`config.mk`:
```
export PLATFORM = sky130hd
export DESIGN_NAME = scs_spi_slave
export DESIGN_NICKNAME = d
export VERILOG_FILES = /design/src/hdl/scs_pkg.sv /design/src/hdl/scs_spi_slave.sv
export VERILOG_INCLUDE_DIRS = /design/src /design/src/hdl
export SDC_FILE = /design/constraint.sdc
export NUM_CORES = 1
export LEC_CHECK = 0
export ABC_CLOCK_PERIOD_IN_PS = 3450
export BUFFER_PORTS_ARGS = -buffer_cell sky130_fd_sc_hd__buf_2
export CAP_MARGIN = 10
export CORE_AREA = 2 2 278 280
export CTS_CLUSTER_SIZE = 12
export DETAILED_ROUTE_END_ITERATION = 7
export DIE_AREA = 0 0 280 282
export HOLD_SLACK_MARGIN = 0.12
export RECOVER_POWER = 100
export SYNTH_ARGS = -nofsm -noshare
export SYNTH_HDL_FRONTEND = slang
export SYNTH_SLANG_ARGS = --single-unit
```
`constraint.sdc`:
```
create_clock -name clk_sys -period 3.45 [get_ports clk_sys]
set_input_delay 0.345 -clock clk_sys [delete_from_list [all_inputs] [get_ports clk_sys]]
set_output_delay 0.345 -clock clk_sys [all_outputs]
set_load 0.05 [all_outputs]
```
`src/hdl/scs_consts.svh`:
```
// Constants of the SPI command frame slave
`ifndef SCS_CONSTS_SVH
`define SCS_CONSTS_SVH
`define SCS_FLEN 5'h10
`define SCS_LOW_START 5'h07
`define SCS_ADDR_DONE 5'h06
`define SCS_FLAG_ADDR 5'h11
`define SCS_FLAG_BIT 4
`define SCS_RST_BYTE 8'h00
`define SCS_CLK_NS 40
`define SCS_LEAD_MAX_NS 2500
`define SCS_LEAD_MIN_NS 550
`define SCS_LEAD_MIN_LATE_NS 30
`define SCS_CSLOW_NS 5500
`define SCS_STUCK_NS 2000000
`endif

```
`src/hdl/scs_pkg.sv`:
```
// Types of the SPI command frame slave
package scs_pkg;
   typedef enum logic [1:0] {
      SCS_IDLE = 2'b00,
      SCS_LEAD = 2'b01,
      SCS_SHIFT = 2'b10
   } scs_state_t;

   typedef enum logic [1:0] {
      SCS_OP_READ = 2'b00,
      SCS_OP_WRITE = 2'b01,
      SCS_OP_RSVD = 2'b10,
      SCS_OP_FLAG = 2'b11
   } scs_op_t;

   typedef struct packed {
      scs_op_t op;
      logic [4:0] addr;
      logic parNext;
      logic [7:0] data;
   } scs_cmd_t;

   typedef struct packed {
      logic [2:0] sclkSy;
      logic [2:0] csSy;
      logic [1:0] mosiSy;
      scs_state_t st;
      logic [4:0] rise;
      logic [4:0] fall;
      scs_cmd_t rx;
      logic [7:0] fix;
      logic [7:0] low;
      logic [6:0] lead;
      logic leadOk;
      logic [7:0] dur;
      logic [19:0] stuckCnt;
      logic stuck;
      logic pend;
      logic [12:0] pendCmd;
      logic [31:0][7:0] regs;
      logic miso;
      logic misoOe;
      logic wrStb;
      logic [4:0] wrAddr;
      logic [7:0] wrData;
      logic drop;
   } scs_st_t;
endpackage : scs_pkg

```
`src/hdl/scs_spi_slave.sv`:
```
// SPI command frame slave with missed-write completion and stuck-select guard
// Behaviour
// - Each command is exactly sixteen bits on MOSI and on MISO.
// - MOSI bits 15..14 select write, read back or flag read.
// - MOSI bits 13..9 carry the five-bit register address.
// - Bit 8 is parity on writes, next bit (one) on reads.
// - MOSI bits 7..0 carry the write data byte.
// - MISO bits 15..8 return the fixed status byte every frame.
// - MISO bits 7..0 return extended status, register content or flags.
// - No pass-through to further slaves; own chip select per device.
// - An unaccepted write is completed at the end of the next accepted frame.
// - Read frames (00, 11) never suffer the missed-write effect.
// - Select low for more than 2.0 ms sets the stuck-low flag.
// - With flag set, writes need lead time within the allowed window.
// - Flag read at address 0x11 reports the stuck flag in bit 4.
// - Reading the flag clears it, lifting the lead time limit.
// - Lead time runs from select fall to first clock edge.
// - Writes return status then extended status; read-backs return register content, flag reads the flags.
`timescale 1ns/1ps
`default_nettype none
`include "scs_consts.svh"
module scs_spi_slave #(
   parameter int STUCK_CYC = `SCS_STUCK_NS / `SCS_CLK_NS,
   parameter bit LATE_VER = 1'b0,
   parameter bit AFFECTED = 1'b1
) (
   input wire logic clk_sys,
   input wire logic rst,
   input wire logic sclk,
   input wire logic csN,
   input wire logic mosi,
   input wire logic parityEn,
   input wire logic [7:0] fixedStatus,
   input wire logic [7:0] extStatus,
   input wire logic [7:0] flagsIn,
   output logic miso,
   output logic misoOe,
   output logic wrStrobe,
   output logic [4:0] wrAddr,
   output logic [7:0] wrData,
   output logic stuckFlag,
   output logic frameDrop
);
   // ----------------------------------------
   // Timing
   // ----------------------------------------
   localparam int LEAD_MAX_CYC = `SCS_LEAD_MAX_NS / `SCS_CLK_NS;
   localparam int LEAD_MIN_NS = LATE_VER ? `SCS_LEAD_MIN_LATE_NS : `SCS_LEAD_MIN_NS;
   localparam int LEAD_MIN_CYC = (LEAD_MIN_NS + `SCS_CLK_NS - 1) / `SCS_CLK_NS;
   localparam int CSLOW_CYC = (`SCS_CSLOW_NS + `SCS_CLK_NS - 1) / `SCS_CLK_NS;

   if (STUCK_CYC < 1 || STUCK_CYC >= (1 << 20)) begin : g_chk
      $error("STUCK_CYC out of range");
   end

   scs_pkg::scs_st_t q;
   scs_pkg::scs_st_t n;
   logic rise;
   logic fall;
   logic csFall;
   logic csRise;
   logic csLow;
   logic mosiS;
   logic [4:0] nf;
   logic frameOk;
   logic doWrite;
   logic [7:0] flagByte;
   scs_pkg::scs_cmd_t nrx;

   // ----------------------------------------
   // Next state
   // ----------------------------------------
   always_comb begin
      n = q;
      n.wrStb = 1'b0;
      n.drop = 1'b0;
      // First stage feeds only the second; edges come from later stages
      n.sclkSy = {q.sclkSy[1:0], sclk};
      n.csSy = {q.csSy[1:0], csN};
      n.mosiSy = {q.mosiSy[0], mosi};
      rise = q.sclkSy[1] & ~q.sclkSy[2];
      fall = ~q.sclkSy[1] & q.sclkSy[2];
      csLow = ~q.csSy[1];
      csFall = ~q.csSy[1] & q.csSy[2];
      csRise = q.csSy[1] & ~q.csSy[2];
      mosiS = q.mosiSy[1];
      nf = 5'(q.fall + 5'h01);
      nrx = scs_pkg::scs_cmd_t'({q.rx[14:0], mosiS});
      flagByte = flagsIn;
      flagByte[`SCS_FLAG_BIT] = q.stuck;
      frameOk = 1'b0;
      doWrite = 1'b0;

      if (csLow) begin
         if (q.stuckCnt < 20'(STUCK_CYC)) begin
            n.stuckCnt = 20'(q.stuckCnt + 20'h0_0001);
         end
      end else begin
         n.stuckCnt = 20'h0_0000;
      end

      case (q.st)
         scs_pkg::SCS_IDLE: begin
            n.misoOe = 1'b0;
            n.miso = 1'b0;
            if (csFall) begin
               n.st = scs_pkg::SCS_LEAD;
               n.rise = 5'h00;
               n.fall = 5'h00;
               n.lead = 7'h00;
               n.dur = 8'h00;
               n.fix = fixedStatus;
               n.low = extStatus;
               n.misoOe = 1'b1;
               n.miso = fixedStatus[7];
            end
         end
         scs_pkg::SCS_LEAD, scs_pkg::SCS_SHIFT: begin
            if (q.dur != 8'hff) begin
               n.dur = 8'(q.dur + 8'h01);
            end
            if (q.st == scs_pkg::SCS_LEAD && q.lead != 7'h7f) begin
               n.lead = 7'(q.lead + 7'h01);
            end
            if (rise) begin
               n.st = scs_pkg::SCS_SHIFT;
               n.rx = nrx;
               if (q.rise != 5'h1f) begin
                  n.rise = 5'(q.rise + 5'h01);
               end
               if (q.st == scs_pkg::SCS_LEAD) begin
                  // Lead counter starts one cycle after the synced fall
                  n.leadOk = (q.lead >= 7'(LEAD_MIN_CYC - 1)) && (q.lead < 7'(LEAD_MAX_CYC));
               end
               if (q.rise == `SCS_ADDR_DONE) begin
                  // Opcode and address are complete at the seventh edge
                  case (nrx[6:5])
                     scs_pkg::SCS_OP_READ: n.low = q.regs[nrx[4:0]];
                     scs_pkg::SCS_OP_FLAG: n.low = (nrx[4:0] == `SCS_FLAG_ADDR) ? flagByte : flagsIn;
                     default: n.low = extStatus;
                  endcase
               end
            end
            if (fall && q.st == scs_pkg::SCS_SHIFT && q.fall < `SCS_FLEN) begin
               n.fall = nf;
               if (nf < `SCS_FLEN) begin
                  n.miso = (nf < 5'h08) ? q.fix[~nf[2:0]] : q.low[~nf[2:0]];
               end
            end
            if (csRise) begin
               n.st = scs_pkg::SCS_IDLE;
               n.misoOe = 1'b0;
               n.miso = 1'b0;
               case (q.rx.op)
                  scs_pkg::SCS_OP_READ, scs_pkg::SCS_OP_FLAG: frameOk = q.rx.parNext;
                  scs_pkg::SCS_OP_WRITE: frameOk = ~parityEn
                     | (q.rx.parNext == ^{q.rx.op, q.rx.addr, q.rx.data});
                  default: frameOk = 1'b1;
               endcase
               frameOk = frameOk && (q.rise == `SCS_FLEN);
               n.drop = ~frameOk;
               if (frameOk) begin
                  doWrite = (q.rx.op == scs_pkg::SCS_OP_WRITE) && (~q.stuck || q.leadOk);
                  if (q.pend) begin
                     // Earlier write finishes now, whatever this frame is
                     n.pend = 1'b0;
                     n.wrStb = 1'b1;
                     n.wrAddr = q.pendCmd[12:8];
                     n.wrData = q.pendCmd[7:0];
                     n.regs[q.pendCmd[12:8]] = q.pendCmd[7:0];
                  end
                  if (doWrite) begin
                     // Short select or a slot already taken leaves it pending
                     // Duration counter also lags the select by one cycle
                     if ((AFFECTED && q.dur < 8'(CSLOW_CYC - 1)) || q.pend) begin
                        n.pend = 1'b1;
                        n.pendCmd = {q.rx.addr, q.rx.data};
                     end else begin
                        n.wrStb = 1'b1;
                        n.wrAddr = q.rx.addr;
                        n.wrData = q.rx.data;
                        n.regs[q.rx.addr] = q.rx.data;
                     end
                  end
                  if (q.rx.op == scs_pkg::SCS_OP_FLAG && q.rx.addr == `SCS_FLAG_ADDR) begin
                     n.stuck = 1'b0;
                  end
               end
            end
         end
         default: n.st = scs_pkg::SCS_IDLE;
      endcase

      // Set after clear: a stuck event in the clearing cycle survives
      if (csLow && q.stuckCnt >= 20'(STUCK_CYC)) begin
         n.stuck = 1'b1;
      end
   end

   // ----------------------------------------
   // State register
   // ----------------------------------------
   always_ff @(posedge clk_sys) begin
      if (rst) begin
         q <= '0;
         q.sclkSy <= 3'h0;
         q.csSy <= 3'h7;
         q.st <= scs_pkg::SCS_IDLE;
         q.regs <= {32{`SCS_RST_BYTE}};
      end else begin
         q <= n;
      end
   end

   assign miso = q.miso;
   assign misoOe = q.misoOe;
   assign wrStrobe = q.wrStb;
   assign wrAddr = q.wrAddr;
   assign wrData = q.wrData;
   assign stuckFlag = q.stuck;
   assign frameDrop = q.drop;
endmodule : scs_spi_slave
`default_nettype wire

```
==> results_dict.tcl <==
set metrics [dict create \
    cap_violations 0 \
    syn_area_sq_mm 0.0234 \
    ys_types 69 \
    fp.dieW_microns 280 \
    initial_core_util 0.310 \
    synthTopCellsByArea "dfxtp_1 (32%), nand2_1 (9.6%), nand3_1 (6.2%), a21oi_1 (5.8%), mux4_2 (5.5%)" \
    fmax_mhz 310 \
    endpoint_kind "flop" \
    ys_async_sr_fraction 0 \
    antenna_found_initial 3 \
    yosys_warnings 0 \
    setup_slack_ps 229 \
    p_total_w 0.00998 \
    grtUsageTotal 0.197 \
    rsz0062_at_grt "no" \
    gr-total-overflow 0 \
    utilization 0.348 \
    skew_ps 33.1 \
    drt_iter0_markers 2133 \
    fin_nets 2921 \
    routed_via_density 5.71 \
    ant_nets 0 \
    finalCriticalPeriod_ps 3220 \
    reg2reg_slack_ps 230 \
    setup_viol 0 \
    ys_ff_latch 376 \
    grt_max_degree 178 \
    dr.max_layer_used "met5" \
    arrival_ps 3710 \
    vias 22200 \
    path_clk_slew_ps 60 \
    syn_avg_cell_area_sq_um 8.01 \
    crit_path_start_kind "flop" \
    yosys-top-cells-count "nand2_1 (602), dfxtp_1 (376), nand3_1 (289)" \
    clk_latency_ps 600 \
    h-tree-depth 2 \
    wl_per_cell_microns 20.5 \
    tightestPinTransition_ps 1480 \
    clock_sinks 376 \
    cts_tree "built" \
    io-pin-count 48 \
    max-vdd-ir-drop_uv 270 \
    syn_nets 2981 \
    wl_met2_microns 35600 \
    yosys.area.top_type "dfxtp_1" \
    setup_tns_ps 0 \
    synth_enable_flop_cells 0 \
    drt-total-wl_microns 79500 \
    core_sq_mm 0.0757 \
    path_class "flop to flop" \
    dr.pass1.iters 6 \
    cts_buffers 46 \
    status "complete, no violations" \
    hpwl_microns 48900 \
    rows 101 \
    grt_pass1_wl_microns 124000 \
    die_h_microns 282 \
    p_per_area_mw_per_mm2 379 \
    gp_congestion 0.866 \
    wl_met3_microns 5770 \
    syn2layout_area_growth_pct 12.2 \
    hp-class "input pin to flop" \
    cts_hold_buf 20 \
    grt_pass1_vias 20700 \
    drc 0 \
    root_buffer "clkbuf_16" \
    yosysMostFrequentCell "nand2_1" \
    hold-worst-slack_ps 160 \
    drv_slew 0 \
    hold_viol 0 \
    fillerInstances 7818 \
    dieArea_sq_mm 0.0790 \
    pre_cts_ws_ps 477 \
    relSlewSlack 0.0154 \
    io_buffers 47 \
    min_period_over_period 0.934 \
    syn_inst 2926 \
    synth-seq-area-share 0.321 \
    worstPathRequired_ps 3940 \
    postCtsSetupBuffers 0 \
    layout-drive-gt1-share 0.178 \
    wl_met1_microns 34400 \
    leakage_nw 9.35 \
    cts_buffer_depth 3 \
    worstPathMaxFanout 63 \
    synthFlopType "dfxtp_1" \
    post_cts_resized 0 \
    synth_top_area_share 0.321 \
]
## cell usage in the layout, fill, tap and decap left out, drive strengths merged, types with 5 or more instances in the layout
master and instances:
a22oi 14, inv 27, clkinv 11, nand4 47, nor4 5, and3b 6, a22o 5, nor3b 7
nand3b 8, nor2b 18, buf 136, o2bb2ai 11, a211o 8, bufinv 8, dlygate4sd3 20, o211ai 202
nand3 289, nor2 115, a31oi 11, mux2 87, o22ai 6, mux2i 89, mux4 57, and2 38
nand2 602, xnor2 15, xor2 12, nand2b 11, ha 25, o21ai 153, dfxtp 376, nor3 8
a211oi 12, and3 8, a21oi 315, clkbuf 92
## power by group
part	leakage (nW)	internal (W)	switching (W)
registers	3.04	0.00436	0.0000153
clock network	0.807	0.00327	0.00207
logic	5.51	0.0000892	0.000169
## sequential cells by signal (all words and copies together) (netlist names)
signal / count
miso: 1
stuckFlag: 1
mosiS: 1
wrAddr: 5
frameDrop: 1
q: 337
wrData: 8
wrStrobe: 1
nrx: 15
misoOe: 1
n: 5
## through the flow
step | cells | instance area, sq um
floorplan | 2926 | 23400
global placement | 3776 | 24600
detailed placement | 3776 | 24600
CTS | 3880 | 26500
global route | 3881 | 26300
finish | 3883 | 26300
## logic make-up after synthesis
logic type	Yosys count	synth area share
muxes	233	0.135
DFF	376	0.321
AOI/OAI and AO/OA	761	0.223
xor gates and xnor gates	30	0.0145
buffers and inverters	320	0.0674
and+or+nand+nor	1181	0.226
adders and majority gates	25	0.0133
## path summary, 6_finish.rpt
path	start	endpoint	depth (start not counted)
setup / recovery	nrx[12]$_SDFFE_PP0P_	q[131]$_SDFFE_PP0P_	10
hold / removal	extStatus[0]	q[324]$_SDFFE_PP0P_	4
setup reg to reg	nrx[12]$_SDFFE_PP0P_	q[131]$_SDFFE_PP0P_	10
hold reg to reg	n[371]$_SDFF_PP1_	n[372]$_SDFF_PP1_	1
## worst max-delay path: stages (launching register included)
cell and delay [ps]:
dfxtp_1 550, inv_1 90, ha_1 310, xnor2_1 140
xnor3_1 420, xnor2_1 200, a21oi_1 430, buf_12 220
buf_6 420, nand2_1 150, a21oi_2 150
## metal layers
metal	GRT usage	up-vias
li1	-	10300
met1	0.265	10800
met2	0.313	857
met3	0.0262	204
met4	0.0913	2
met5	0	-
## layout make-up
class	count	area, sq um	area share
Clock inverter	20	330	0.0126
Sequential cell	376	7550	0.287
Timing Repair Buffer	184	1500	0.0570
Inverter	28	105	0.00399
Multi-Input combinational cell	2230	14300	0.543
Antenna cell	3	7.51	0.000285
Tap cell	978	1220	0.0465
Clock buffer	64	1320	0.0501
(Power assumes the default switching activity.)
